File: config.mk
export PLATFORM = sky130hd
export DESIGN_NAME = buck_fault_protection_sequencer
export DESIGN_NICKNAME = d
export VERILOG_FILES = /design/src/buck_fault_pkg.sv /design/src/sense_sync.sv /design/src/buck_fault_protection_sequencer.sv
export VERILOG_INCLUDE_DIRS = /design/src /design/src/src
export SDC_FILE = /design/constraint.sdc
export NUM_CORES = 1
export LEC_CHECK = 0
export ABC_AREA = 0
export BUFFER_PORTS_ARGS = -buffer_cell sky130_fd_sc_hd__clkbuf_2
export CELL_PAD_IN_SITES_DETAIL_PLACEMENT = 1
export CELL_PAD_IN_SITES_GLOBAL_PLACEMENT = 1
export CORE_MARGIN = 2
export CORE_UTILIZATION = 41
export CTS_CLUSTER_SIZE = 8
export DETAILED_ROUTE_END_ITERATION = 10
export PLACE_DENSITY = 0.79
export SETUP_SLACK_MARGIN = 0.05
export SYNTH_ARGS = -nofsm -noshare
export SYNTH_HDL_FRONTEND = slang
export SYNTH_SLANG_ARGS = --single-unit
File: constraint.sdc
create_clock -name clk_i -period 4.1 [get_ports clk_i]
set_input_delay 0.615 -clock clk_i [delete_from_list [all_inputs] [get_ports clk_i]]
set_output_delay 0.615 -clock clk_i [all_outputs]
set_load 0.02 [all_outputs]
File: src/buck_fault_map.svh
// constants of the buck channel fault supervisor
`ifndef BUCK_FAULT_MAP_SVH
`define BUCK_FAULT_MAP_SVH
`define CLK_FREQ_HZ 40000000
`define UV_DELAY_US 30
`define UV_DELAY_CYC ((`CLK_FREQ_HZ / 1000000) * `UV_DELAY_US)
`define UV_CNT_W 11
`define SS_CNT_W 24
`define SS_ARM_NUM 17
`define SS_ARM_DEN 10
`define SS_TIME_CYC_DEF 400000
`define MIN_LS_CYC 4
`define RAMP_STEP_CYC 4
`define PULSE_CNT_W 16
`define FULL_OFF_CYC_DEF 60
`endif

File: src/buck_fault_pkg.sv
// types of the buck channel fault supervisor
package buck_fault_pkg;
    typedef enum logic [2:0] {
        st_off = 3'b000,
        st_high = 3'b001,
        st_low = 3'b011,
        st_wait = 3'b010,
        st_ovlatch = 3'b110,
        st_uvlatch = 3'b111
    } phase_t;
    typedef struct packed {
        logic overvolt;
        logic undervolt;
        logic current_over;
        logic below_ref;
        logic ss_above_fb;
        logic ontime_done;
        logic overtemp;
        logic supply_lockout;
    } sense_t;
    typedef struct packed {
        logic high_side_gate;
        logic low_side_gate;
        logic discharge;
    } drive_t;
endpackage

File: src/sense_sync.sv
// two-stage synchroniser bank for the comparator and fault inputs
`timescale 1ns/1ps
`default_nettype none
module sense_sync
(
    // clock and reset
    input wire logic clk_i,
    input wire logic reset_i,
    // raw and synchronised sense
    input wire buck_fault_pkg::sense_t raw_i,
    output var buck_fault_pkg::sense_t sync_o
);
    localparam int W = $bits(buck_fault_pkg::sense_t);
    logic [W-1:0] meta;
    logic [W-1:0] next_meta;
    logic [W-1:0] stage;
    logic [W-1:0] next_stage;
    genvar g;
    generate
        for (g = 0; g < W; g++)
        begin : g_bit
            always_comb
            begin
                next_meta[g] = raw_i[g];
                next_stage[g] = meta[g];
            end
            always_ff @(posedge clk_i)
            begin
                if (reset_i)
                begin
                    meta[g] <= 1'b0;
                    stage[g] <= 1'b0;
                end
                else
                begin
                    meta[g] <= next_meta[g];
                    stage[g] <= next_stage[g];
                end
            end
        end
    endgenerate
    assign sync_o = stage; // see [RQ15]
endmodule
`default_nettype wire

File: src/buck_fault_protection_sequencer.sv
// fault supervisor and gate sequencer for one buck channel
`timescale 1ns/1ps
`default_nettype none
`include "buck_fault_map.svh"
// Overview of operation
// [RQ1] discharge on when disabled or protection off
// [RQ2] low-side gate off during discharge
// [RQ3] valley limit sampled in low phase delays
// [RQ4] overvoltage latches high off, low on
// [RQ5] undervoltage for 30 us latches gates off
// [RQ6] undervoltage ignored until 1.7 soft-start
// [RQ7] latches cleared only by enable low
// [RQ8] supply lockout: gates off, discharge on
// [RQ9] supply lockout recovers automatically
// [RQ10] overtemperature: gates off, discharge on
// [RQ11] overtemperature recovers automatically
// [RQ12] cycle: high until one-shot, restart below ref
// [RQ13] soft start begins on enable rising
// [RQ14] prebias: low held off, then widened
// [RQ15] inputs double-synchronised, delay in cycles
module buck_fault_protection_sequencer
#(
    parameter logic [`SS_CNT_W-1:0] SOFT_START_TIME_CYC = `SS_TIME_CYC_DEF,
    parameter logic [`PULSE_CNT_W-1:0] FULL_OFF_CYC = `FULL_OFF_CYC_DEF
)
(
    // clock and reset
    input wire logic clk_i,
    input wire logic reset_i,
    // channel control, same clock domain
    input wire logic channel_enable_i,
    // asynchronous comparator and fault inputs
    input wire logic overvolt_cmp_i,
    input wire logic undervolt_cmp_i,
    input wire logic valley_current_limit_i,
    input wire logic below_ref_i,
    input wire logic ss_above_fb_i,
    input wire logic ontime_done_i,
    input wire logic overtemp_i,
    input wire logic supply_lockout_i,
    // gate and discharge commands
    output logic high_side_gate_o,
    output logic low_side_gate_o,
    output logic discharge_o,
    // status
    output logic soft_start_active_o,
    output logic overvolt_fault_o,
    output logic undervolt_fault_o
);
    buck_fault_pkg::sense_t raw;
    buck_fault_pkg::sense_t sense;
    buck_fault_pkg::phase_t phase;
    buck_fault_pkg::phase_t next_phase;
    buck_fault_pkg::drive_t drive;
    buck_fault_pkg::drive_t next_drive;
    logic [`UV_CNT_W-1:0] uv_cnt;
    logic [`UV_CNT_W-1:0] next_uv_cnt;
    logic [`SS_CNT_W+1:0] ss_cnt;
    logic [`SS_CNT_W+1:0] next_ss_cnt;
    logic [`PULSE_CNT_W-1:0] ls_cnt;
    logic [`PULSE_CNT_W-1:0] next_ls_cnt;
    logic [`PULSE_CNT_W-1:0] ls_limit;
    logic [`PULSE_CNT_W-1:0] next_ls_limit;
    logic ss_done;
    logic next_ss_done;
    logic uv_armed;
    logic next_uv_armed;
    logic prebias_hold;
    logic next_prebias_hold;
    logic enable_q;
    logic ov_q;
    logic uv_q;
    logic next_ov_q;
    logic next_uv_q;
    logic shutoff;
    logic [`SS_CNT_W+5:0] arm_cyc;

    assign raw = '{
        overvolt: overvolt_cmp_i,
        undervolt: undervolt_cmp_i,
        current_over: valley_current_limit_i,
        below_ref: below_ref_i,
        ss_above_fb: ss_above_fb_i,
        ontime_done: ontime_done_i,
        overtemp: overtemp_i,
        supply_lockout: supply_lockout_i
    };

    // comparators and fault inputs cross two flops before any logic
    sense_sync u_sync // see [RQ15]
    (
        .clk_i(clk_i),
        .reset_i(reset_i),
        .raw_i(raw),
        .sync_o(sense)
    );

    ////////////////////////////////////////////////////////////////////////
    // soft start timing and undervolt arming

    assign arm_cyc = (`SS_CNT_W+6)'((SOFT_START_TIME_CYC * `SS_ARM_NUM)
                     / `SS_ARM_DEN);
    // non-latching conditions, recover on their own
    assign shutoff = sense.supply_lockout || sense.overtemp; // see [RQ9]

    always_comb
    begin
        next_ss_cnt = ss_cnt;
        next_ss_done = ss_done;
        next_uv_armed = uv_armed;
        if (!channel_enable_i || shutoff)
        begin
            // restart soft start after any off period
            next_ss_cnt = '0; // see [RQ13]
            next_ss_done = 1'b0;
            next_uv_armed = 1'b0;
        end
        else
        begin
            // counter parks at the arming point and never wraps
            if (ss_cnt < (`SS_CNT_W+2)'(arm_cyc))
                next_ss_cnt = ss_cnt + 1'b1;
            if (ss_cnt >= (`SS_CNT_W+2)'(SOFT_START_TIME_CYC))
                next_ss_done = 1'b1;
            if (ss_cnt >= (`SS_CNT_W+2)'(arm_cyc))
                next_uv_armed = 1'b1; // see [RQ6]
        end
    end

    always_ff @(posedge clk_i)
    begin
        if (reset_i)
        begin
            ss_cnt <= '0;
            ss_done <= 1'b0;
            uv_armed <= 1'b0;
            enable_q <= 1'b0;
        end
        else
        begin
            ss_cnt <= next_ss_cnt;
            ss_done <= next_ss_done;
            uv_armed <= next_uv_armed;
            enable_q <= channel_enable_i;
        end
    end

    ////////////////////////////////////////////////////////////////////////
    // latched over and under voltage faults

    always_comb
    begin
        next_ov_q = ov_q;
        next_uv_q = uv_q;
        next_uv_cnt = '0;
        if (!channel_enable_i)
        begin
            next_ov_q = 1'b0; // see [RQ7]
            next_uv_q = 1'b0;
        end
        else
        begin
            // lockout and overtemperature mask the overvoltage set
            if (sense.overvolt && !shutoff)
                next_ov_q = 1'b1; // see [RQ4]
            if (uv_armed && sense.undervolt && !uv_q)
            begin
                next_uv_cnt = uv_cnt + 1'b1; // see [RQ5]
                // delay is a whole number of clock cycles
                if (uv_cnt >= `UV_CNT_W'(`UV_DELAY_CYC - 1)) // see [RQ15]
                    next_uv_q = 1'b1;
            end
        end
    end

    always_ff @(posedge clk_i)
    begin
        if (reset_i)
        begin
            ov_q <= 1'b0;
            uv_q <= 1'b0;
            uv_cnt <= '0;
        end
        else
        begin
            ov_q <= next_ov_q;
            uv_q <= next_uv_q;
            uv_cnt <= next_uv_cnt;
        end
    end

    ////////////////////////////////////////////////////////////////////////
    // switching cycle and gate sequencing

    always_comb
    begin
        next_phase = phase;
        next_ls_cnt = ls_cnt;
        next_ls_limit = ls_limit;
        next_prebias_hold = prebias_hold;
        if (!channel_enable_i || shutoff)
        begin
            next_phase = buck_fault_pkg::st_off; // see [RQ8]
            next_prebias_hold = 1'b1;
            next_ls_limit = `PULSE_CNT_W'(`MIN_LS_CYC);
        end
        else if (uv_q)
            next_phase = buck_fault_pkg::st_uvlatch; // see [RQ5]
        else if (ov_q)
            next_phase = buck_fault_pkg::st_ovlatch; // see [RQ4]
        else
        begin
            if (prebias_hold && sense.ss_above_fb)
                next_prebias_hold = 1'b0; // see [RQ14]
            case (phase)
                buck_fault_pkg::st_off,
                buck_fault_pkg::st_ovlatch,
                buck_fault_pkg::st_uvlatch:
                    if (sense.below_ref)
                        next_phase = buck_fault_pkg::st_high;
                buck_fault_pkg::st_high:
                    if (sense.ontime_done)
                    begin
                        next_phase = buck_fault_pkg::st_low; // see [RQ12]
                        next_ls_cnt = '0;
                    end
                buck_fault_pkg::st_low:
                begin
                    if (ls_cnt != '1)
                        next_ls_cnt = ls_cnt + 1'b1;
                    // the valley limit only counts while the low gate is on
                    if (sense.current_over && drive.low_side_gate)
                        next_phase = buck_fault_pkg::st_low; // see [RQ3]
                    else if (sense.below_ref)
                    begin
                        next_phase = buck_fault_pkg::st_high; // see [RQ12]
                        if (!prebias_hold && ls_limit < FULL_OFF_CYC)
                            next_ls_limit = ls_limit
                                + `PULSE_CNT_W'(`RAMP_STEP_CYC); // see [RQ14]
                    end
                end
                default:
                    next_phase = buck_fault_pkg::st_off;
            endcase
        end
    end

    always_comb
    begin
        // gate commands follow the phase about to be entered
        next_drive = '0;
        case (next_phase)
            buck_fault_pkg::st_high:
                next_drive.high_side_gate = 1'b1;
            buck_fault_pkg::st_low:
                // pulse width limited during prebias ramp
                next_drive.low_side_gate = !prebias_hold
                    && (next_ls_cnt < ls_limit || ls_limit >= FULL_OFF_CYC);
            buck_fault_pkg::st_ovlatch:
                next_drive.low_side_gate = 1'b1; // see [RQ4]
            buck_fault_pkg::st_uvlatch:
                next_drive.discharge = 1'b1; // see [RQ1]
            default:
                next_drive.discharge = 1'b1; // see [RQ1] [RQ10] [RQ11]
        endcase
        if (next_drive.discharge)
            next_drive.low_side_gate = 1'b0; // see [RQ2]
    end

    always_ff @(posedge clk_i)
    begin
        if (reset_i)
        begin
            phase <= buck_fault_pkg::st_off;
            drive <= 3'b001;
            ls_cnt <= '0;
            ls_limit <= `PULSE_CNT_W'(`MIN_LS_CYC);
            prebias_hold <= 1'b1;
            high_side_gate_o <= 1'b0;
            low_side_gate_o <= 1'b0;
            discharge_o <= 1'b1;
            soft_start_active_o <= 1'b0;
            overvolt_fault_o <= 1'b0;
            undervolt_fault_o <= 1'b0;
        end
        else
        begin
            phase <= next_phase;
            drive <= next_drive;
            ls_cnt <= next_ls_cnt;
            ls_limit <= next_ls_limit;
            prebias_hold <= next_prebias_hold;
            high_side_gate_o <= next_drive.high_side_gate;
            low_side_gate_o <= next_drive.low_side_gate;
            discharge_o <= next_drive.discharge;
            soft_start_active_o <= enable_q && !next_ss_done;
            // fault flags lead the gate change by one clock
            overvolt_fault_o <= next_ov_q;
            undervolt_fault_o <= next_uv_q;
        end
    end
endmodule
`default_nettype wire

### Yosys cells after proc, flatten, opt, wreduce, memory -nomap -nowiden

Index checks and enable logic that the tools add are counted.
Widths: inputs -> output; s select.

* $add $sub $neg: 4
* $mul: 0
* div/mod/pow operators: 0
* $lt $le $gt $ge: 7
* equality and inequality tests: 8
* shift-type cells: 0
* muxes and demuxes: 18
* bitwise logic cells: 6
* reductions and logical operators: 26

Operator list (number)
* $mux 16: 5
* $pmux 16 s2: 1
* $add 26x1->26 const B: 1
* $ge 26x19->1 const B: 1
* $ge 26x20->1 const B: 1
* $lt 26x20->1 const B: 1
* $mux 3: 6
* $add 16x1->16 const B: 1
* $add 16x3->16 const B: 1
* $ge 16x6->1 const B: 1
* $lt 16x16->1: 1
* $lt 16x6->1 const B: 1
* $ne 16x16->1 const B: 1
* $add 11x1->11 const B: 1
* $ge 11x11->1 const B: 1
* $eq 3x3->1 const B: 3
* $pmux 3 s3: 1
* $reduce_or 3->1: 3
* $logic_and 1x1->1: 8
* $eq 3x1->1 const B: 2
* $eq 3x2->1 const B: 2
* $not 1->1: 6
* $reduce_and 6->1: 1
* $reduce_or 2->1: 3
* other kinds (7): 16

* register bits: 98
* latch bits: 0
* bits in writable memories: 0
* bits in read-only memories: 0
* input port bits: 11
* logic and storage cells: 100
* memories: 0

### Longest topological paths before layout

* word-level depth: 10
* mapped depth: 12
* depth with buffers taken out: 12

### By module

From an unflattened synthesis, not the netlist that was laid out.

* cell total of the unflattened synthesis: 498
* area, all modules: 4354.2 µm²

By module, submodules not included
* buck_fault_protection_sequencer: times used 1, cells each 465, area each 3890.0 µm²
* sense_sync: times used 1, cells each 33, area each 464.2 µm²

### Least setup slack after synthesis

Ideal clock, no wire load.

* path kind: input port to flip-flop
* start: input port channel_enable_i
* end: register drive[1] (netlist bit)
* library setup time: 59 ps
* arrival time: 3071 ps
* required time: 4041 ps
* path slack: 970 ps
* stages: 11
* path through: or3b_1 > clkbuf_1 > nor4_1 > clkbuf_1 > a31oi_1 > ha_1 > a21o_1 > a21o_1 > a221o_1 > a21oi_1 > a31o_1

* word-level cells in the longest chain between the ends: 7

RTL lines
* start, declared: line buck_fault_protection_sequencer.sv:31 `input wire logic channel_enable_i,`
* $logic_not 1->1: line buck_fault_protection_sequencer.sv:201 `if (!channel_enable_i || shutoff)`
* $logic_or 1x1->1: line buck_fault_protection_sequencer.sv:201
* $mux 16: line buck_fault_protection_sequencer.sv:201
* via next_ls_cnt[5]: line buck_fault_protection_sequencer.sv:61 `` logic [`PULSE_CNT_W-1:0] next_ls_cnt; ``
* $lt 16x16->1: line buck_fault_protection_sequencer.sv:258 `&& (next_ls_cnt < ls_limit || ls_limit >= FULL_OFF_CYC);`
* $logic_or 1x1->1: line buck_fault_protection_sequencer.sv:258
* $logic_and 1x1->1: line buck_fault_protection_sequencer.sv:258
* $pmux 1 s2: line buck_fault_protection_sequencer.sv:252 `case (next_phase)`
* end signal, assigned: line buck_fault_protection_sequencer.sv:289 `drive <= next_drive;`
* end, declared: line buck_fault_protection_sequencer.sv:54 `buck_fault_pkg::drive_t drive;`

The timed path passes the listed nets, and every way through them passes these cells.
A chain may end at the register's enable or synchronous reset.

### Worst setup path after layout

* start: register ls_cnt[0]
* end: register drive[1] (netlist bit)

* word-level cells in the longest chain between the ends: 10

RTL lines
* start, declared: line buck_fault_protection_sequencer.sv:60 `` logic [`PULSE_CNT_W-1:0] ls_cnt; ``
* start signal, assigned: line buck_fault_protection_sequencer.sv:290 `ls_cnt <= next_ls_cnt;`
* $add 16x1->16 / $ne 16x16->1 (equally long branches): line buck_fault_protection_sequencer.sv:230, buck_fault_protection_sequencer.sv:229
* $mux 16 *: line buck_fault_protection_sequencer.sv:229 `if (ls_cnt != '1)`
* $pmux 16 s2 *: line buck_fault_protection_sequencer.sv:215 `case (phase)`
* $mux 16 *: line buck_fault_protection_sequencer.sv:209 `else if (ov_q)`
* $mux 16 *: line buck_fault_protection_sequencer.sv:207 `else if (uv_q)`
* $mux 16 *: line buck_fault_protection_sequencer.sv:201
* via next_ls_cnt[5]: line buck_fault_protection_sequencer.sv:61
* $lt 16x16->1 *: line buck_fault_protection_sequencer.sv:258
* $logic_or 1x1->1 *: line buck_fault_protection_sequencer.sv:258
* $logic_and 1x1->1 *: line buck_fault_protection_sequencer.sv:258
* $pmux 1 s2 *: line buck_fault_protection_sequencer.sv:252

Mark *: on every way through the listed nets, which the timed path passes. The rest lies on a longest branch.

==> flow_summary.ini <==
[sta]
hold_violations = 0
finalSetupViolCount = 0
final.setup_skew_ns = 0.0160
min_period_ns = 3.22
rsz0062_at_grt = no
fmaxAchievable_mhz = 310
period_share_pct = 78.6
drv_slew = 0
tns_ns = 0
worst_pin_slew_ns = 1.16
setup_slack_ns = 0.877
relSlewSlack_pct = 22.4

[power_and_ir_drop]
p_comb_share_pct = 2.6
total_power_w = 0.00161
internal-power_w = 0.00122
p_sw_w = 0.000389
switching_share_pct = 24.2
pwr-share-clk_pct = 38.6
leakage_nw = 1.77
ir_drop_v = 0.000152
power_frac_seq_pct = 58.8
p_per_area_mw_per_mm2 = 326

[yosys]
syn_area_mm2 = 0.00454
synth_fp_nets = 552
synth_top_area_share_pct = 42.4
ys_top_cells_by_area = dfxtp_1, ha_1, nor2_1, nand4_1, xor2_1
syn_avg_cell_area_um2 = 8.67
ys_async_sr_fraction_pct = 0
yosysTopAreaCell = dfxtp_1
synthDistinctLibCells = 64
synth_commonest_cells = dfxtp_1, nor2_1, nand2_1, inv_1, a21oi_1
synth_cells = 523
synth_edf_count = 0
synth.most_common_cell = dfxtp_1
ys_seq_area_share_pct = 42.4
synth-seq-cells = 96
synth_top_flop_cell = dfxtp_1
synth_warnings = 0

[worst_setup_path]
critPathLaunchType = flip-flop
endpoint_kind = flip-flop
r2r_end = drive[1]
ff2ff_path_depth = 12
crit_required_ns = 4.42
reg2reg_slack_ns = 0.88
crit_start = ls_cnt[0]
cp_max_fo = 6
endpoint = drive[1]
r2r_start = ls_cnt[0]
arrival_ns = 3.54
path_class = reg -> reg

[global_route]
overflow = 0
grt_pass1_vias = 4023
grt_pass1_wl_mm = 18.9
grt_use_total_pct = 20.5
grt_max_degree = 34
antenna_found_initial = 0

[place]
dp_worst_setup_slack_ns = 0.743
routabilityCongestion = 0.866
dp_hpwl_mm = 8.59
portBuffers = 16

[clock_tree]
cts-buffers-inserted = 9
clock_latency_ns = 0.38
htreeDepth = 3
cts_setup_buffers = 0
clock_tree.root_cell = clkbuf_8
tritoncts = built
clockBufferDepth = 2
postCtsHoldBufs = 0
ctsResizeCount = 0
clk_pin_slew_ns = 0.10
numClockSinks = 96

[drt]
wire_per_inst_um = 16.9
ant_nets = 0
routed_wl_mm = 11.5
drt_iter0_markers = 150
drc_errors = 0
first_pass_iters = 4
via_count = 3901
routed_via_density = 5.75

[floorplanning]
die_h_um = 109
dieArea_mm2 = 0.0119
rows = 38
core-area_mm2 = 0.0108
pin_count = 17
initial_core_util_pct = 41.9
dieWidth_um = 109

[run_status]
status = complete, no violations

[layout]
final_util_pct = 45.6
syn_to_final_growth_pct = 8.91
diodes = 0
drive_gt1_share_pct = 8.55
fillers = 1286
final_nets = 562

[job]
max_cap_viol_count = 0

[hold_path]
hold_path.class = in -> reg
-- metal layers --
metal  share of wire (%)  up-vias  track usage [%]  wire, µm
li1                    -     1913                -         -
met1                  45     1914             24.4      5210
met2                  49       53             35.6      5630
met3                 3.2       21             4.54       370
met4                 2.1        0             8.32       244
met5                   0        -                0         0
-- cells by family (layout without fill, tap and decap cells) --
logic type,after synthesis,after routing,share of synthesized area [%]
simple gates,237,237,28.8
flops,96,96,42.4
compound gates,94,94,14.2
buf+inv,52,67,4.50
xor+xnor,23,23,4.44
fa+ha+maj,18,18,4.96
mux,3,3,0.662
-- registers in the layout, summed over array words and instances, names as in the netlist --
signal and flops:
ss_cnt 26, ss_done 1, phase 3, prebias_hold 1, uv_cnt 11, enable_q 1, undervolt_fault_o 1, ls_limit 14
u_sync.meta 8, soft_start_active_o 1, u_sync.sync_o 8, drive 1, overvolt_fault_o 1, ls_cnt 16, uv_armed 1, high_side_gate_o 1
discharge_o 1
-- worst min path at each step --
stage,start,endpoint,slack [ns],cells after the start
floorplan,u_sync.meta[0],u_sync.sync_o[0],0.41,1
global placement,u_sync.meta[4],u_sync.sync_o[4],0.42,1
detailed placement,u_sync.meta[1],u_sync.sync_o[1],0.43,1
CTS,ontime_done_i,u_sync.meta[2],0.42,2
global route,supply_lockout_i,u_sync.meta[0],0.42,2
finish,supply_lockout_i,u_sync.meta[0],0.43,2
-- power by group through the flow --
| stage | clock network, W | logic (W) | registers, W |
|---|---|---|---|
| global placement | 0 | 0.0000414 | 0.000969 |
| finish | 0.000622 | 0.0000426 | 0.000947 |
| global route | 0.000676 | 0.0000475 | 0.000949 |
| floorplan | 0 | 0.0000278 | 0.000968 |
| detailed placement | 0 | 0.0000430 | 0.000969 |
| CTS | 0.000645 | 0.0000434 | 0.000947 |
-- critical path, cell delays in order, from the launching register on --
cell and delay (ns):
dfxtp_1 0.43, ha_1 0.26, nand4_1 0.20, nor2_1 0.29
nand3_1 0.25, a31o_2 0.32, a31oi_1 0.19, ha_1 0.27
a21o_1 0.17, a21o_1 0.17, a221o_1 0.29, a21oi_1 0.16
a31o_1 0.16
-- metrics by stage --
step                cells  hold WS [ns]  area, µm²
floorplan             523         0.414       4540
global placement      662         0.419       4740
detailed placement    662         0.430       4740
CTS                   678         0.415       4940
global route          678         0.424       4940
finish                678         0.434       4940
-- layout by cell type, fill, tap and decap left out, types with 8 or more instances in the layout --
cell / n
a21oi_1: 25
and2_1: 10
and3_1: 10
clkbuf_2: 16
clkbuf_8: 11
dfxtp_1: 96
ha_1: 18
inv_1: 30
nand2_1: 33
nand3_1: 19
nand4_1: 24
nor2_1: 52
nor2b_1: 17
nor3_1: 15
nor4_1: 11
o21ai_0: 15
or3_1: 8
or4_1: 8
xnor2_1: 8
xor2_1: 15
-- cell type report --
cell class	count	area, µm²	area share (%)
clock inverter	5	45.0	0.912
inverter	30	113	2.28
timing repair buffer	21	118	2.38
sequential	96	1920	38.9
tap	140	175	3.55
multi-input combinational	375	2420	48.9
clock buffer	11	151	3.06
Note: power is estimated with default switching activity, not from simulation.
